**src/rtl/dsw_map.vh**
```
// Address map, field positions and reset values of the data-space decoder
`ifndef DSW_MAP_VH
`define DSW_MAP_VH
`define DSW_BANK_LO 8'h00
`define DSW_BANK_HI 8'h3f
`define DSW_WIN_LO 8'h40
`define DSW_WIN_HI 8'h7f
`define DSW_CORE_LO 8'h80
`define DSW_CORE_HI 8'h83
`define DSW_RAM_LO 8'h84
`define DSW_RAM_HI 8'hbf
`define DSW_PDATA_LO 8'hc0
`define DSW_PDATA_HI 8'hc2
`define DSW_PDIR_LO 8'hc4
`define DSW_PDIR_HI 8'hc6
`define DSW_INTOPT 8'hc8
`define DSW_WIN_BASE 8'hc9
`define DSW_POPT_LO 8'hcc
`define DSW_POPT_HI 8'hce
`define DSW_PERI_LO 8'hd0
`define DSW_PERI_HI 8'hdb
`define DSW_ART_LO 8'hd5
`define DSW_BANK_SEL 8'he8
`define DSW_EECTL 8'hea
`define DSW_ACC 8'hff
`define DSW_WIN_OFS_W 6
`define DSW_WIN_BASE_W 6
`define DSW_SEL_RAM2_BIT 4
`define DSW_SEL_EE0_BIT 0
`define DSW_PC_W 12
`define DSW_STACK_DEPTH 6
`define DSW_PC_RESET 12'h000
`define DSW_RD_DEFAULT 8'hff
`define DSW_REG_ARB 8'h00
`define DSW_T_REG_ARB 8'h00
`define DSW_SEL_NONE 4'h0
`define DSW_SEL_BANK 4'h1
`define DSW_SEL_WIN 4'h2
`define DSW_SEL_CORE 4'h3
`define DSW_SEL_RAM 4'h4
`define DSW_SEL_PORT 4'h5
`define DSW_SEL_PERI 4'h6
`define DSW_SEL_CTRL 4'h7
`endif

```
**src/rtl/dsw_data_decode.v**
```verilog
// Data-space decoder with read-only program memory window
`timescale 1ns/1ps
`include "dsw_map.vh"
module dsw_data_decode #(
  parameter PROG_AW = `DSW_PC_W
) (
  input wire sys_clk,
  input wire nrst,
  input wire [7:0] dataAddr,
  input wire [7:0] dataWrData,
  input wire dataWrEn,
  input wire dataRdEn,
  output reg [7:0] dataRdData,
  output reg [3:0] accessSel,
  output reg [7:0] periAddr,
  output reg [7:0] periWrData,
  output reg periWrEn,
  output reg periRdEn,
  input wire [7:0] periRdData,
  output reg [PROG_AW-1:0] progRdAddr,
  output reg progRdEn,
  input wire [7:0] progRdData,
  output reg bankRamSel,
  output reg bankEeSel,
  input wire [7:0] eeRdData,
  input wire nmiIn,
  output reg nmiReq,
  input wire readoutProtect,
  input wire extProgRdReq,
  input wire [PROG_AW-1:0] extProgRdAddr,
  output reg extProgRdGrant,
  input wire artimerAltEn,
  input wire artimerOut,
  input wire [7:0] portBOut,
  output reg [7:0] portBPin,
  output reg timerAltInput,
  input wire [7:0] portBIn,
  input wire callPush,
  input wire retPop,
  input wire [PROG_AW-1:0] pcIn,
  output reg [PROG_AW-1:0] retAddr
);
  // Data-space region decode shared by read and write path
  function [3:0] region;
    input [7:0] a;
    begin
      if (a <= `DSW_BANK_HI) begin
        region = `DSW_SEL_BANK;
      end else if (a >= `DSW_WIN_LO && a <= `DSW_WIN_HI) begin
        region = `DSW_SEL_WIN;
      end else if (a >= `DSW_CORE_LO && a <= `DSW_CORE_HI) begin
        region = `DSW_SEL_CORE;
      end else if (a >= `DSW_RAM_LO && a <= `DSW_RAM_HI) begin
        region = `DSW_SEL_RAM;
      end else if ((a >= `DSW_PDATA_LO && a <= `DSW_PDATA_HI) ||
          (a >= `DSW_PDIR_LO && a <= `DSW_PDIR_HI) ||
          (a >= `DSW_POPT_LO && a <= `DSW_POPT_HI) || a == `DSW_INTOPT) begin
        region = `DSW_SEL_PORT;
      end else if (a >= `DSW_PERI_LO && a <= `DSW_PERI_HI) begin
        region = `DSW_SEL_PERI;
      end else if (a == `DSW_WIN_BASE || a == `DSW_BANK_SEL || a == `DSW_EECTL ||
          a == `DSW_ACC) begin
        region = `DSW_SEL_CTRL;
      end else begin
        region = `DSW_SEL_NONE;
      end
    end
  endfunction

  wire [3:0] sel;
  assign sel = region(dataAddr);

  // Window base: no reset on purpose, contents undefined until written
  reg [`DSW_WIN_BASE_W-1:0] romWindowUpperBits;
  always @(posedge sys_clk) begin
    if (dataWrEn && dataAddr == `DSW_WIN_BASE) begin
      romWindowUpperBits <= dataWrData[`DSW_WIN_BASE_W-1:0];
    end
  end

  // Bank select also unreset, write-only
  reg [7:0] bankSelectReg;
  always @(posedge sys_clk) begin
    if (dataWrEn && dataAddr == `DSW_BANK_SEL) begin
      bankSelectReg <= dataWrData;
    end
  end

  // Window address: base above offset, aligned 64-byte blocks
  wire [PROG_AW-1:0] winAddr;
  assign winAddr = {romWindowUpperBits,
    dataAddr[`DSW_WIN_OFS_W-1:0]};

  // Extra RAM page 2
  wire ramWe;
  wire [7:0] ram2Rd;
  wire [7:0] gpRd;
  wire gpWe;
  wire [5:0] gpAddr;
  assign ramWe = dataWrEn && sel == `DSW_SEL_BANK &&
    bankSelectReg[`DSW_SEL_RAM2_BIT] && !bankSelectReg[`DSW_SEL_EE0_BIT];
  assign gpWe = dataWrEn && (sel == `DSW_SEL_RAM || sel == `DSW_SEL_CORE ||
    dataAddr == `DSW_ACC);
  assign gpAddr = (dataAddr == `DSW_ACC) ? 6'h3f : dataAddr[5:0] ^ 6'h00;

  dsw_sync_ram #(.AW(6), .DW(8)) uRamPage2 (
    .sys_clk(sys_clk),
    .we(ramWe),
    .wrAddr(dataAddr[5:0]),
    .wrData(dataWrData),
    .rdAddr(dataAddr[5:0]),
    .rdData(ram2Rd)
  );

  // Core registers and general RAM share one array; accumulator in slot 3Fh
  // would clash with BFh, so the accumulator is held apart below
  reg [7:0] accReg;
  dsw_sync_ram #(.AW(6), .DW(8)) uRamMain (
    .sys_clk(sys_clk),
    .we(gpWe && dataAddr != `DSW_ACC),
    .wrAddr(gpAddr),
    .wrData(dataWrData),
    .rdAddr(gpAddr),
    .rdData(gpRd)
  );

  always @(posedge sys_clk or negedge nrst) begin
    if (!nrst) begin
      accReg <= 8'h00;
    end else if (dataWrEn && dataAddr == `DSW_ACC) begin
      accReg <= dataWrData;
    end
  end

  // Return stack kept out of data space
  wire [PROG_AW-1:0] stackTop;
  dsw_ret_stack #(.DEPTH(`DSW_STACK_DEPTH), .PW(PROG_AW)) uStack (
    .sys_clk(sys_clk),
    .nrst(nrst),
    .push(callPush),
    .pop(retPop),
    .pushAddr(pcIn),
    .topAddr(stackTop)
  );

  // Read source captured for the cycle the memories answer
  reg [3:0] rdSelQ;
  reg [7:0] rdAddrQ;
  reg rdPendQ;
  reg [1:0] bankQ;
  reg nmiPrev;
  reg [7:0] next_rdData;

  always @* begin
    case (rdSelQ)
      `DSW_SEL_BANK: begin
        if (bankQ == 2'b10) begin
          next_rdData = ram2Rd;
        end else if (bankQ == 2'b01) begin
          next_rdData = eeRdData;
        end else begin
          next_rdData = `DSW_RD_DEFAULT;
        end
      end
      `DSW_SEL_WIN: next_rdData = progRdData;
      `DSW_SEL_CORE, `DSW_SEL_RAM: next_rdData = gpRd;
      `DSW_SEL_PORT, `DSW_SEL_PERI: next_rdData = periRdData;
      `DSW_SEL_CTRL: begin
        // Write-only registers read back a fixed pattern
        if (rdAddrQ == `DSW_ACC) begin
          next_rdData = accReg;
        end else if (rdAddrQ == `DSW_EECTL) begin
          next_rdData = periRdData;
        end else begin
          next_rdData = `DSW_RD_DEFAULT;
        end
      end
      default: next_rdData = `DSW_RD_DEFAULT;
    endcase
  end

  always @(posedge sys_clk or negedge nrst) begin
    if (!nrst) begin
      dataRdData <= 8'h00;
      accessSel <= 4'h0;
      periAddr <= 8'h00;
      periWrData <= 8'h00;
      periWrEn <= 1'b0;
      periRdEn <= 1'b0;
      progRdAddr <= {PROG_AW{1'b0}};
      progRdEn <= 1'b0;
      bankRamSel <= 1'b0;
      bankEeSel <= 1'b0;
      nmiReq <= 1'b0;
      nmiPrev <= 1'b1;
      extProgRdGrant <= 1'b0;
      portBPin <= 8'h00;
      timerAltInput <= 1'b0;
      retAddr <= {PROG_AW{1'b0}};
      rdSelQ <= 4'h0;
      rdAddrQ <= 8'h00;
      rdPendQ <= 1'b0;
      bankQ <= 2'b00;
    end else begin
      accessSel <= (dataRdEn || dataWrEn) ? sel : `DSW_SEL_NONE;
      periAddr <= dataAddr;
      periWrData <= dataWrData;
      // Window writes never reach program memory or peripherals
      periWrEn <= dataWrEn && (sel == `DSW_SEL_PORT || sel == `DSW_SEL_PERI ||
        dataAddr == `DSW_EECTL ||
        (sel == `DSW_SEL_BANK && bankSelectReg[`DSW_SEL_EE0_BIT]));
      periRdEn <= dataRdEn && (sel == `DSW_SEL_PORT || sel == `DSW_SEL_PERI ||
        dataAddr == `DSW_EECTL ||
        (sel == `DSW_SEL_BANK && bankSelectReg[`DSW_SEL_EE0_BIT]));
      // Core reads take priority; external readout only when unprotected
      if (dataRdEn && sel == `DSW_SEL_WIN) begin
        progRdAddr <= winAddr;
        progRdEn <= 1'b1;
        extProgRdGrant <= 1'b0;
      end else if (extProgRdReq && !readoutProtect) begin
        progRdAddr <= extProgRdAddr;
        progRdEn <= 1'b1;
        extProgRdGrant <= 1'b1;
      end else begin
        progRdEn <= 1'b0;
        extProgRdGrant <= 1'b0;
      end
      bankRamSel <= bankSelectReg[`DSW_SEL_RAM2_BIT];
      bankEeSel <= bankSelectReg[`DSW_SEL_EE0_BIT];
      rdPendQ <= dataRdEn;
      rdSelQ <= sel;
      rdAddrQ <= dataAddr;
      bankQ <= {bankSelectReg[`DSW_SEL_RAM2_BIT], bankSelectReg[`DSW_SEL_EE0_BIT]};
      if (rdPendQ) begin
        dataRdData <= next_rdData;
      end
      nmiPrev <= nmiIn;
      nmiReq <= nmiPrev && !nmiIn;
      // PB6 input and PB7 output swap to the timer when enabled
      portBPin <= artimerAltEn ? {artimerOut, portBOut[6:0]} : portBOut;
      timerAltInput <= artimerAltEn & portBIn[6];
      retAddr <= stackTop;
    end
  end
endmodule // dsw_data_decode

```
**src/rtl/dsw_ret_stack.v**
```verilog
// Return-address stack held apart from data space
`timescale 1ns/1ps
`include "dsw_map.vh"
module dsw_ret_stack #(
  parameter DEPTH = `DSW_STACK_DEPTH,
  parameter PW = `DSW_PC_W
) (
  input wire sys_clk,
  input wire nrst,
  input wire push,
  input wire pop,
  input wire [PW-1:0] pushAddr,
  output reg [PW-1:0] topAddr
);
  reg [PW-1:0] entry [0:DEPTH-1];
  integer i;
  // Overflow drops the oldest entry, as the core has no stack pointer check
  always @(posedge sys_clk or negedge nrst) begin
    if (!nrst) begin
      for (i = 0; i < DEPTH; i = i + 1) begin
        entry[i] <= {PW{1'b0}};
      end
      topAddr <= {PW{1'b0}};
    end else if (push) begin
      entry[0] <= pushAddr;
      for (i = 1; i < DEPTH; i = i + 1) begin
        entry[i] <= entry[i-1];
      end
      topAddr <= pushAddr;
    end else if (pop) begin
      for (i = 0; i < DEPTH - 1; i = i + 1) begin
        entry[i] <= entry[i+1];
      end
      entry[DEPTH-1] <= {PW{1'b0}};
      topAddr <= entry[1];
    end
  end
endmodule // dsw_ret_stack

```
**src/rtl/dsw_sync_ram.v**
```verilog
// Small synchronous memory with registered read data
`timescale 1ns/1ps
module dsw_sync_ram #(
  parameter AW = 6,
  parameter DW = 8
) (
  input wire sys_clk,
  input wire we,
  input wire [AW-1:0] wrAddr,
  input wire [DW-1:0] wrData,
  input wire [AW-1:0] rdAddr,
  output reg [DW-1:0] rdData
);
  reg [DW-1:0] mem [0:(1<<AW)-1];
  always @(posedge sys_clk) begin
    if (we) begin
      mem[wrAddr] <= wrData;
    end
    rdData <= mem[rdAddr];
  end
endmodule // dsw_sync_ram

```
**config.mk**
```make
export PLATFORM = sky130hd
export DESIGN_NAME = dsw_data_decode
export DESIGN_NICKNAME = d
export VERILOG_FILES = /design/src/rtl/dsw_data_decode.v /design/src/rtl/dsw_ret_stack.v /design/src/rtl/dsw_sync_ram.v
export VERILOG_INCLUDE_DIRS = /design/src /design/src/rtl
export SDC_FILE = /design/constraint.sdc
export NUM_CORES = 1
export LEC_CHECK = 0
export ABC_AREA = 1
export BUFFER_PORTS_ARGS = -buffer_cell sky130_fd_sc_hd__buf_2
export CAP_MARGIN = 20
export CORE_ASPECT_RATIO = 1.75
export CORE_MARGIN = 3
export CORE_UTILIZATION = 45
export DETAILED_ROUTE_END_ITERATION = 8
export HOLD_SLACK_MARGIN = 0.15
export PLACE_DENSITY_LB_ADDON = 0.08
export RECOVER_POWER = 50
export SYNTH_ARGS = -nofsm -noshare
export SYNTH_HDL_FRONTEND = slang
export SYNTH_SLANG_ARGS = --single-unit
```
**constraint.sdc**
```tcl
create_clock -name sys_clk -period 5.7 [get_ports sys_clk]
set_input_delay 0.285 -clock sys_clk [delete_from_list [all_inputs] [get_ports sys_clk]]
set_output_delay 0.285 -clock sys_clk [all_outputs]
set_load 0.05 [all_outputs]
```
# Word-level counts from Yosys, hierarchy flattened

Memories as Yosys holds them, arrays and structs flattened. A register that Yosys moved wholly into a read port is not among the register bits.
Cells that the tools add are included.

Register bits after elaboration: 179
Word-level logic and storage cells: 138
Memories: 2
Output and inout port bits: 68
Bits in writable memories: 1,024
Input port bits: 91

Memory list:

| name          | words | bits a word | read ports | clocked after memory_dff | write ports | RTL line          | text |
|---|---|---|---|---|---|---|---|
| uRamMain.mem  | 64    | 8           | 1          | 1                        | 1           | dsw_sync_ram.v:14 | `reg [DW-1:0] mem [0:(1<<AW)-1];` |
| uRamPage2.mem | 64    | 8           | 1          | 1                        | 1           | dsw_sync_ram.v:14 |  |

Mux-type cells: 28
Bitwise operators: 1
Order comparisons: 15
Reduce and logical (&&, ||, !) cells: 40
Eq/ne operators: 23

Operator list:

| cell                                                | number |
|---|---|
| 2-to-1 mux 72 bit                                   | 2 |
| equality test 8 bit, second input constant          | 7 |
| >= comparator 8 bit, second input constant          | 6 |
| <= comparator 8 bit, second input constant          | 6 |
| 2-to-1 mux 12 bit                                   | 4 |
| 2-to-1 mux 8 bit                                    | 5 |
| one-hot mux 8 bit (5 select lines)                  | 1 |
| equality test 4 x 3 -> 1 bit, second input constant | 7 |
| logical AND 1 bit                                   | 21 |
| equality test 4 x 2 -> 1 bit, second input constant | 4 |
| 2-to-1 mux 3 bit                                    | 5 |
| logical OR 1 bit                                    | 12 |
| 2-to-1 mux 4 bit                                    | 3 |
| equality test 4 x 1 -> 1 bit, second input constant | 2 |
| >= comparator 8 x 7 -> 1 bit, second input constant | 1 |
| <= comparator 8 x 6 -> 1 bit, second input constant | 1 |
| <= comparator 8 x 7 -> 1 bit, second input constant | 1 |
| inequality test 8 bit, second input constant        | 1 |
| 2-to-1 mux 1 bit                                    | 7 |
| 2-to-1 mux 6 bit                                    | 1 |
| nonzero test 2 bit                                  | 2 |
| OR reduction 2 bit                                  | 2 |
| zero test 1 bit                                     | 3 |
| equality test 2 x 1 -> 1 bit, second input constant | 1 |
| other kinds (2)                                     | 2 |

# Longest topological paths before layout

Gate-level depths: netlist of the first run.

Word-level depth: 18
Mapped depth: 14
Mapped depth without buffers: 11

# Hierarchy

A second synthesis of the first run with hierarchy kept.

Cells, all modules: 4,414
Area, all modules: 49,710.2 sq um

By module, submodules not included:

| module          | area each (sq um) | cells each | times used |
|---|---|---|---|
| dsw_sync_ram    | 21,339.2          | 1,805      | 2 |
| dsw_data_decode | 3,753.6           | 414        | 1 |
| dsw_ret_stack   | 3,278.1           | 390        | 1 |

# Worst setup path after synthesis of the first run

OpenSTA, ideal clock, no wires.

Kind: in2reg
From: input dataAddr[7]
To: memory uRamPage2.mem[29][0], enable pin
Library setup time: 0.383 ns
Arrival: 1.700 ns
Buffers on the path: 1
Data required time: 5.317 ns
Path slack: 3.616 ns
Stages on the path: 4
Cells stage by stage: nor2_1 nand4_1 clkbuf_1 nor3_1

Longest elaborated chain between the ends: 17
Elaborated cells on any way between the ends: 46

RTL lines:

| item                                                         | RTL line              | text |
|---|---|---|
| start, declared                                              | dsw_data_decode.v:9   | `input wire [7:0] dataAddr,` |
| branches (longest 10 deep; another with >= comparator 8 bit) | -                     |  |
| 2-to-1 mux 4 bit *                                           | dsw_data_decode.v:47  | `` if (a <= `DSW_BANK_HI) begin `` |
| equality test 4 x 1 -> 1 bit (no line) *                     | -                     |  |
| logical AND 1 bit (no line) *                                | -                     |  |
| logical AND 1 bit * (2 in series)                            | dsw_data_decode.v:100 | `` assign ramWe = dataWrEn && sel == `DSW_SEL_BANK && `` |
| 2-to-1 mux 1 bit *                                           | dsw_sync_ram.v:16     | `if (we) begin` |
| 2-to-1 mux 1 bit (implied by the code) *                     | dsw_sync_ram.v:17     | `mem[wrAddr] <= wrData;` |
| end, declared                                                | dsw_sync_ram.v:14     |  |

Every way passes the cells marked *.

# Final worst setup path of the first run

From: input dataWrData[0]
To: memory uRamMain.mem[14][0] (data pin)

RTL lines:

| item            | RTL line             | text |
|---|---|---|
| start, declared | dsw_data_decode.v:10 | `input wire [7:0] dataWrData,` |
| end, declared   | dsw_sync_ram.v:14    |  |

Straight into the memory's write port.

==> results of run 1 <==
final cells by class:
| class | instances | share of cell area (%) |
|---|---|---|
| clock inverters | 50 | 1.01 |
| flip-flops and latches | 1200 | 64.1 |
| well taps | 1360 | 3.10 |
| clock buffers | 151 | 5.77 |
| multi-input cells | 2833 | 21.4 |
| diodes | 1 | 0.00457 |
| inverters | 104 | 0.742 |
| repair buffers | 308 | 3.90 |
worst paths after layout:
| check | slack (ps) | cells past startpoint | start | endpoint |
|---|---|---|---|---|
| max | 1430 | 3 | dataWrData[0] | uRamMain.mem[14][0] |
| min | 210 | 2 | nmiIn | nmiPrev |
| max reg2reg | 2350 | 11 | rdSelQ[1] | dataRdData[7] |
| min reg2reg | 360 | 0 | bankSelectReg[4] | bankQ[1] |
| max in group asynchronous | 1980 | 3 | nrst | uStack.entry[9] |
| min in group asynchronous | 820 | 3 | nrst | progRdAddr[8] |
stage by stage:
stage	area, um^2	hold slack [ps]	setup WS, ps	cells
floorplan	48100	-10.6	3620	4347
global placement	50300	106	2040	5707
detailed placement	50300	107	2020	5710
CTS	54900	168	2220	6004
global route	54800	201	1180	6007
finish	54800	212	1430	6007
cell families after synthesis:
| family | count (synthesis) | share of synthesized area [%] |
|---|---|---|
| buffers and inverters | 314 | 2.77 |
| other | 1 | 0.00780 |
| DFF | 1200 | 73.0 |
| muxes | 1 | 0.0234 |
| AOI/OAI and AO/OA | 351 | 3.95 |
| and+or+nand+nor | 2480 | 20.2 |
cells in the final DEF, fill, tap and decap left out, types with 3 or more instances in the layout:
cell type | netlist | routed
a21oi_1 | 131 | 131
a221oi_1 | 11 | 11
a22oi_1 | 9 | 9
buf_12 | 0 | 6
buf_2 | 100 | 62
buf_4 | 6 | 46
bufinv_16 | 0 | 12
clkbuf_1 | 86 | 113
clkbuf_16 | 0 | 117
clkbuf_2 | 0 | 5
clkbuf_4 | 0 | 4
clkbuf_8 | 0 | 10
clkinv_1 | 3 | 16
clkinv_2 | 0 | 19
clkinv_4 | 0 | 3
dfrtp_1 | 151 | 151
dfxtp_1 | 16 | 16
dlygate4sd3_1 | 0 | 93
edfxtp_1 | 1032 | 1032
inv_1 | 96 | 96
nand2_1 | 1884 | 1884
nand2_2 | 4 | 4
nand3_1 | 131 | 130
nand3b_1 | 8 | 8
nand4_1 | 49 | 49
nor2_1 | 357 | 355
nor2_2 | 7 | 4
nor2_4 | 3 | 8
nor3_1 | 27 | 20
nor3_2 | 1 | 8
o211ai_1 | 13 | 13
o21ai_0 | 123 | 123
o21ai_1 | 36 | 36
o221ai_1 | 4 | 4
o22ai_1 | 22 | 22
or2_2 | 7 | 7
routing by layer:
metal,up-vias,share of wire [%],GRT usage [%]
li1,15000,-,-
met1,15300,37,27.3
met2,900,55,47.0
met3,241,4.6,3.45
met4,0,4.0,9.64
met5,-,0,0
flip-flops by register name, summed over array words and instances (netlist names), 2 cells and up:
name and flops:
romWindowUpperBits 6, bankQ 2, uRamPage2.rdData 8, progRdAddr 12
retAddr 12, dataRdData 8, accessSel 3, accReg 8
rdSelQ 3, uRamMain.rdData 8, bankSelectReg 2, portBPin 8
uRamMain.mem 512, rdAddrQ 8, periWrData 8, uStack.entry 72
uRamPage2.mem 512
worst max-delay path: cells and delay by family:
| kind | cells | cell delay, ps |
|---|---|---|
| buffers and inverters | 3 | 4050 |
power by group through the flow:
stage          sequential, mW  combinational, mW  clock [mW]
6_report                 9.79               1.40        7.62
4_1_cts                  9.77               1.43        7.76
3_5_place_dp             9.96               1.36           0
5_1_grt                  9.80               1.53        8.08
3_3_place_gp             9.96               1.35           0
2_1_floorplan            10.1              0.620           0
Yosys cell counts (8+ instances only):
cell / instances / area share [%]
nand4_1: 49 / 0.64
o21ai_1: 36 / 0.37
a22oi_1: 9 / 0.14
o22ai_1: 22 / 0.29
dfrtp_1: 151 / 7.9
clkbuf_1: 86 / 0.67
nand2_1: 1884 / 15
nor3_1: 27 / 0.28
buf_1: 17 / 0.13
o211ai_1: 13 / 0.20
edfxtp_1: 1032 / 64
nand3b_1: 8 / 0.12
a21oi_1: 131 / 1.4
nor2_1: 357 / 2.8
dfxtp_1: 16 / 0.67
o21ai_0: 123 / 1.3
a221oi_1: 11 / 0.20
nand3_1: 131 / 1.4
inv_1: 96 / 0.75
buf_2: 100 / 1.0
==> results.rst, run 1 <==
.. list-table::
   :header-rows: 1

   * - Metric
     - Value
   * - Relative contribution of the clock network to total power
     - 40.5%
   * - Number of top-level pins
     - 159
   * - Die area
     - 0.111 mm^2
   * - Distinct cell type count of the synthesized netlist
     - 37
   * - Vias post-DR
     - 31500
   * - Path type of the worst min-delay path
     - in2reg
   * - Worst path most repeated cell
     - clkbuf_1
   * - Final hold violation count
     - 0
   * - Total of buffers placed on input and output ports
     - 150
   * - Row count
     - 158
   * - CTS max path bufs
     - 3
   * - Final Setup Violations
     - 0
   * - Largest net degree at the start of global routing
     - 141
   * - Total Nets Final
     - 4646
   * - Fin crit share
     - 75.0%
   * - Via density
     - 5.25
   * - Fillcell total
     - 9355
   * - Number of enable flip-flop cells after synthesis
     - 1032
   * - Total of warnings raised by yosys
     - 0
   * - Synthesized cell area
     - 0.0481 mm^2
   * - Post-cts sizing count
     - 0
   * - Most common flop cell mapped by yosys
     - edfxtp_1
   * - Per-cell routed wire length
     - 22.7 um
   * - Starting DRT DRC Count
     - 2183
   * - Post-detailed-placement half-perimeter wirelength
     - 84700 um
   * - Slew Limit Headroom
     - -184%
   * - Post-synthesis sequential area ratio
     - 73.0%
   * - Violations in the final reports
     - capacitance limit, slew limit
   * - Required time of the critical path
     - 5850 ps
   * - CORE AREA
     - 0.106 mm^2
   * - Power per Cell Area
     - 343 mW/mm^2
   * - Synth Net Count
     - 4438
   * - Wire length of the first global-routing pass
     - 200000 um
   * - Share of async-settable or async-resettable flops after synthesis
     - 12.7%
   * - Actual slew at the worst max-slew pin
     - 4260 ps
   * - Final worst path period need
     - 4270 ps
   * - Proportion of layout cells with a drive suffix above 1
     - 7.06%
   * - Remaining DRCs
     - 0
   * - Cell-by-cell listing of the critical path
     - dlygate4sd3_1 > clkbuf_1 > clkbuf_1
   * - Setup Total Neg Slack
     - 0 ps
   * - Final core utilization
     - 51.7%
   * - Leftover overflow at the end of global routing
     - 0
   * - Max-slew violations
     - 1072
   * - Post-CTS Hold Fix Bufs
     - 93
   * - Pint
     - 14.5 mW
   * - CTS Root Cell
     - clkbuf_16
   * - Via count of the first global-routing pass
     - 31100
   * - Number of sinks handled by clock tree synthesis
     - 1200
   * - Clock latency on the worst-skew pair
     - 730 ps
   * - Reported net switching power
     - 4.35 mW
   * - Worst clock skew on the final layout
     - 31.9 ps
   * - Global placement routability congestion
     - 0.905
   * - Area growth from synthesis to layout
     - 13.9%
   * - Leakage power
     - 20.7 nW
   * - Max Cap Violations
     - 17
   * - Htree depth
     - 3
   * - Post-synthesis cell count
     - 4347
   * - Setup repair after global routing missed its margin
     - no
   * - CTS Buf Count
     - 108
   * - Global router's overall resource usage
     - 24.6%
   * - Part of the power in combinational logic
     - 7.4%
   * - Arrival time reported for the critical path endpoint
     - 4420 ps
   * - Routed wire length
     - 137000 um
   * - 1st-pass router iterations
     - 5
   * - Worst vdd ir
     - 205 uV
   * - Initial core utilization
     - 45.4%
   * - Die Y-Extent
     - 439 um
   * - Synthesized area per cell
     - 11.1 um^2
   * - Crit path capture type
     - register
   * - Clock slew seen by the registers of the worst setup and hold paths
     - 70 ps
   * - Register cell area after layout
     - 0.0351 mm^2
   * - Number of antenna violations at the first check in global routing
     - 1
   * - Multi-input gate area
     - 0.0117 mm^2
   * - Status
     - finished with violations
   * - Critical path type
     - in2reg
   * - TritonCTS clock tree
     - built
   * - Crit path largest cell delay
     - 1880 ps
   * - Slowest cell on crit path
     - clkbuf_1
   * - Synth Register Bits
     - 1200
   * - Tot Pwr
     - 18.8 mW
   * - Max Fanout on Critical Path
     - 52
   * - Die extent in x
     - 253 um
   * - Remaining antenna violation count after routing
     - 0
   * - Sequential share of power
     - 52.0%
   * - Startpoint Class
     - primary input
   * - Number of buffers added for setup after CTS
     - 0
   * - Switching share of power
     - 23.1%
   * - Maximum clock rate
     - 0.234 GHz
(Power assumes the default switching activity.)
==> run 2: changes to the inputs <==
- clock period: 5.7 -> 3.8 ns (I/O delays scaled with it)
==> results.rst, run 2 (synthesis gave the netlist of run 1 again) <==
.. list-table::
   :header-rows: 1

   * - Metric
     - Value
   * - Area growth from synthesis to layout
     - 16.7%
   * - Die area
     - 0.111 mm^2
   * - Routed wire length
     - 138000 um
   * - Slowest cell on crit path
     - clkbuf_2
   * - CTS Root Cell
     - clkbuf_16
   * - Required time of the critical path
     - 3840 ps
   * - Max Fanout on Critical Path
     - 131
   * - Total of buffers placed on input and output ports
     - 150
   * - Number of antenna violations at the first check in global routing
     - 3
   * - Starting DRT DRC Count
     - 2241
   * - Proportion of layout cells with a drive suffix above 1
     - 9.90%
   * - Htree depth
     - 3
   * - Placement Setup Slack
     - 1100 ps
   * - Actual slew at the worst max-slew pin
     - 3310 ps
   * - Max-slew violations
     - 836
   * - Die Y-Extent
     - 439 um
   * - Row count
     - 158
   * - Largest registers in the final layout
     - uRamMain.mem: 512 flops, uRamPage2.mem: 512 flops, uStack.entry: 72 flops
   * - Leakage power
     - 21.6 nW
   * - Power per Cell Area
     - 502 mW/mm^2
   * - Path type of the worst min-delay path
     - in2reg
   * - Violations in the final reports
     - capacitance limit, slew limit
   * - Number of top-level pins
     - 159
   * - Via density
     - 5.20
   * - Worst vdd ir
     - 308 uV
   * - Setup Total Neg Slack
     - 0 ps
   * - Die extent in x
     - 253 um
   * - Cell-by-cell listing of the critical path
     - dlygate4sd3_1 > clkbuf_4 > clkbuf_2
   * - Wire length of the first global-routing pass
     - 203000 um
   * - Total Nets Final
     - 4798
   * - Worst clock skew on the final layout
     - 24.0 ps
   * - Tot Pwr
     - 28.1 mW
   * - Arrival time reported for the critical path endpoint
     - 3150 ps
   * - Leftover overflow at the end of global routing
     - 0
   * - Remaining antenna violation count after routing
     - 0
   * - Slew Limit Headroom
     - -120%
   * - Crit path largest cell delay
     - 2090 ps
   * - WHS
     - 266 ps
   * - Sequential share of power
     - 52.2%
   * - Part of the power in combinational logic
     - 7.7%
   * - Via count of the first global-routing pass
     - 31800
   * - Setup repair after global routing missed its margin
     - no
   * - Leading cell types in the layout, fill and taps excluded
     - nand2_1, edfxtp_1, nor2_1
   * - Largest delay contributor family on the critical path
     - buffers and inverters
   * - TritonCTS clock tree
     - built
   * - Final worst slack
     - 684 ps
   * - CTS Buf Count
     - 107
   * - Global router's overall resource usage
     - 25.0%
   * - Relative contribution of the clock network to total power
     - 40.1%
   * - Critical path buffers and inverters
     - 3
   * - CORE AREA
     - 0.106 mm^2
   * - Post-detailed-placement half-perimeter wirelength
     - 87700 um
   * - Critical path type
     - in2reg
   * - Most frequent standard cell in the layout excluding fill and tap cells
     - nand2_1
   * - Clock latency on the worst-skew pair
     - 710 ps
   * - Fin crit share
     - 82.0%
   * - Crit path capture type
     - register
   * - Maximum clock rate
     - 0.321 GHz
   * - Vias post-DR
     - 32000
   * - Global placement routability congestion
     - 0.885
   * - Reported net switching power
     - 6.52 mW
   * - Number of sinks handled by clock tree synthesis
     - 1200
   * - CTS max path bufs
     - 3
   * - Remaining DRCs
     - 0
   * - Startpoint Class
     - primary input
   * - Final hold violation count
     - 0
   * - Largest net degree at the start of global routing
     - 132
   * - Status
     - finished with violations
   * - Pint
     - 21.6 mW
   * - Number of buffers added for setup after CTS
     - 0
   * - Final worst path period need
     - 3120 ps
   * - Fillcell total
     - 9162
   * - 1st-pass router iterations
     - 6
   * - Max Cap Violations
     - 12
   * - Per-cell routed wire length
     - 22.5 um
   * - Switching share of power
     - 23.2%
   * - Clock slew seen by the registers of the worst setup and hold paths
     - 70 ps
   * - Final Setup Violations
     - 0
   * - Initial core utilization
     - 45.4%
## run 2: cell count changes in the layout (fill, tap and decap cells not counted), moves of 7 or more
cell | previous run | this run
clkbuf_1 | 113 | 91
buf_4 | 46 | 161
nor3_1 | 20 | 27
nor3_2 | 8 | 1
buf_12 | 6 | 20
buf_2 | 62 | 78
dlygate4sd3_1 | 93 | 117
## run 2: per-stage QoR
stage | util, % | cells | instance area (um^2)
floorplan | - | 4347 | 48100
global placement | 48.6 | 5839 | 51400
detailed placement | 48.6 | 5839 | 51400
CTS | 53.1 | 6159 | 56300
global route | 53.0 | 6161 | 56100
finish | 53.0 | 6161 | 56100
## run 2: power groups by stage
stage | Combinational (mW) | Sequential, mW | Clock [mW]
2_1_floorplan | 0.929 | 15.1 | 0
3_3_place_gp | 2.06 | 15.0 | 0
3_5_place_dp | 2.08 | 15.0 | 0
4_1_cts | 2.21 | 14.7 | 11.5
5_1_grt | 2.36 | 14.7 | 12.0
6_report | 2.15 | 14.7 | 11.3
## run 2: what timing repair did
item | 4_1_cts | 5_1_grt
gates resized for setup | 0 | 0
hold buffers | 118 | 0
endpoints found under the hold margin | 500 | 0
## run 2: worst paths after layout
check,startpoint,end,slack (ps),cells after the start
min reg2reg,bankSelectReg[4],bankQ[1],400,0
min,portBOut[7],portBPin[7],270,3
min in group asynchronous,nrst,nmiPrev,980,3
max reg2reg,rdSelQ[0],dataRdData[1],1010,10
max,dataWrData[5],uRamMain.mem[25][5],680,3
max in group asynchronous,nrst,uStack.entry[51],1090,4
## run 2: worst min-delay path: cells and delay by family
kind / cells / cell delay (ps)
buffers and inverters: 2 / 600
multiplexers: 1 / 120
## run 2: per-layer routing
metal	routed length [um]	share of wire (%)	global-route usage [%]
met5	0	0	0
met4	7150	5.2	12.7
met3	5540	4.0	2.46
met2	74500	54	46.9
met1	51300	37	28.0
## run 2: final cells by class
cell class	count	area, um^2	share of cell area [%]
antenna	1	2.50	0.00446
clock buffer	146	3080	5.50
clock inverter	56	588	1.05
inverter	104	405	0.722
multi-input combinational	2833	11700	20.8
sequential	1200	35100	62.6
tap	1360	1700	3.03
timing repair buffer	461	3530	6.29
==> run 3: changes to the inputs <==
- clock period: 3.8 -> 2.8 ns (I/O delays scaled with it)
==> results.rst, run 3 (synthesis gave the netlist of run 1 again) <==
.. list-table::
   :header-rows: 1

   * - Metric
     - Value
   * - Status
     - finished with violations
   * - Violations in the final reports
     - capacitance limit, slew limit
   * - Critical path type
     - in2reg
   * - Via count of the first global-routing pass
     - 32700
   * - Final hold violation count
     - 0
   * - Remaining DRCs
     - 0
   * - Fillcell total
     - 9250
   * - Per-cell routed wire length
     - 22.6 um
   * - Max-slew violations
     - 305
   * - Min-Delay Endpoint
     - rdAddrQ[0]
   * - Leftover overflow at the end of global routing
     - 0
   * - Arrival time reported for the critical path endpoint
     - 2940 ps
   * - Clock slew seen by the registers of the worst setup and hold paths
     - 60 ps
   * - Number of antenna violations at the first check in global routing
     - 3
   * - Most frequent standard cell in the layout excluding fill and tap cells
     - nand2_1
   * - Worst clock skew on the final layout
     - 20.6 ps
   * - Leading cell types in the layout, fill and taps excluded
     - nand2_1, edfxtp_1, nor2_1
   * - Setup Total Neg Slack
     - 0 ps
   * - Maximum clock rate
     - 0.377 GHz
   * - Cell-by-cell listing of the critical path
     - dlygate4sd3_1 > clkbuf_2 > clkbuf_2
   * - Slew Limit Headroom
     - -48.2%
   * - Final worst path period need
     - 2650 ps
   * - Fin crit share
     - 94.8%
   * - Path type of the worst min-delay path
     - in2reg
   * - CORE AREA
     - 0.106 mm^2
   * - Worst vdd ir
     - 523 uV
   * - Largest delay contributor family on the critical path
     - buffers and inverters
   * - Routed wire length
     - 141000 um
   * - Register cell area after layout
     - 0.0351 mm^2
   * - Slowest cell on crit path
     - clkbuf_2
   * - Leakage power
     - 22.1 nW
   * - Internal reg-to-reg setup slack
     - 210 ps
   * - Starting DRT DRC Count
     - 2229
   * - Largest registers in the final layout
     - uRamMain.mem: 512 flops, uRamPage2.mem: 512 flops, uStack.entry: 72 flops
   * - Startpoint of the worst setup timing path
     - dataWrData[5]
   * - Final core utilization
     - 53.5%
   * - Clock latency on the worst-skew pair
     - 710 ps
   * - Crit path largest cell delay
     - 1240 ps
   * - Required time of the critical path
     - 3090 ps
   * - Die Y-Extent
     - 439 um
   * - Startpoint Class
     - primary input
   * - Destination of the worst register-to-register timing path
     - dataRdData[0]
   * - Multi-input gate area
     - 0.0117 mm^2
   * - Reg-to-Reg Start
     - rdSelQ[1]
   * - Critical path buffers and inverters
     - 3
   * - CTS Buf Count
     - 108
   * - Number of buffers added for setup after CTS
     - 0
   * - Htree depth
     - 3
   * - Setup repair after global routing missed its margin
     - no
   * - Area growth from synthesis to layout
     - 17.9%
   * - Placed Cells incl. Taps
     - 5909
   * - Proportion of layout cells with a drive suffix above 1
     - 11.8%
   * - Worst Hold Depth
     - 3
   * - Final Setup Violations
     - 0
   * - Die area
     - 0.111 mm^2
   * - Total of buffers placed on input and output ports
     - 150
   * - Die extent in x
     - 253 um
   * - Global router's overall resource usage
     - 25.5%
   * - Row count
     - 158
   * - CTS Root Cell
     - clkbuf_16
   * - Total Nets Final
     - 4885
   * - CTS max path bufs
     - 3
   * - FF-to-FF path depth
     - 10
   * - Power per Cell Area
     - 664 mW/mm^2
   * - Number of sinks handled by clock tree synthesis
     - 1200
   * - Hold Path Origin
     - dataAddr[0]
   * - 1st-pass router iterations
     - 5
   * - Max Cap Violations
     - 6
   * - Number of top-level pins
     - 159
   * - Largest net degree at the start of global routing
     - 77
   * - Post-detailed-placement half-perimeter wirelength
     - 91900 um
   * - Max Fanout on Critical Path
     - 59
   * - Initial core utilization
     - 45.4%
   * - Crit path capture type
     - register
   * - Via density
     - 5.22
   * - Worst path most repeated cell
     - clkbuf_2
   * - Count of placed standard cells in the final layout, fillers left out
     - 6247
   * - TritonCTS clock tree
     - built
   * - WHS
     - 200 ps
   * - Global placement routability congestion
     - 0.888
   * - Count of inserted antenna diode cells
     - 0
   * - Wire length of the first global-routing pass
     - 207000 um
   * - Vias post-DR
     - 32600
   * - Remaining antenna violation count after routing
     - 0
   * - Actual slew at the worst max-slew pin
     - 2220 ps
-- run 3: metal layers --
| metal | track usage, % | wire length (um) | up-vias |
|---|---|---|---|
| li1 | - | - | 15500 |
| met1 | 28.1 | 51800 | 16000 |
| met2 | 48.9 | 77300 | 845 |
| met3 | 2.98 | 5900 | 236 |
| met4 | 11.0 | 6050 | 2 |
| met5 | 0 | 11 | - |
-- run 3: layout make-up --
cell class | count | share of cell area (%)
Sequential cell | 1200 | 61.9
Multi-Input combinational cell | 2833 | 20.6
Timing Repair Buffer | 547 | 7.55
Clock buffer | 143 | 5.26
Tap cell | 1360 | 3.00
Clock inverter | 60 | 0.914
Inverter | 104 | 0.715
-- run 3: metrics by stage --
step | cell area, um^2 | worst slack (ps) | total power, mW
after global placement | 52000 | 475 | 23.2
after detailed placement | 52000 | 455 | 23.2
after CTS | 56900 | 31.6 | 38.0
final | 56700 | 146 | 37.7
after global routing | 56700 | 20.1 | 39.0
after floorplan | 48100 | 802 | 21.8
-- run 3: how the worst max path moves through the flow --
stage	depth (start not counted)	end	slack, ps
floorplan	4	uRamPage2.mem[29][0]	800
global placement	9	uRamPage2.mem[49][6]	480
detailed placement	9	uRamPage2.mem[49][6]	450
CTS	10	dataRdData[0]	30
global route	4	uStack.entry[48]	20
finish	3	uRamMain.mem[24][5]	150
-- run 3: worst min-delay path, cell delays in order --
cell,delay [ps]
clkbuf_8,220
buf_12,240
buf_12,190
-- run 3: power breakdown --
group          internal (mW)  switching [mW]
logic                  0.870            2.18
clock network           8.22            6.46
registers               19.7           0.186
-- run 3: timing repair --
action | CTS | global route
hold buffers | 135 | 0
gates resized for setup | 0 | 1
hold endpoints to repair | 636 | 0
setup endpoints to repair | 0 | 6
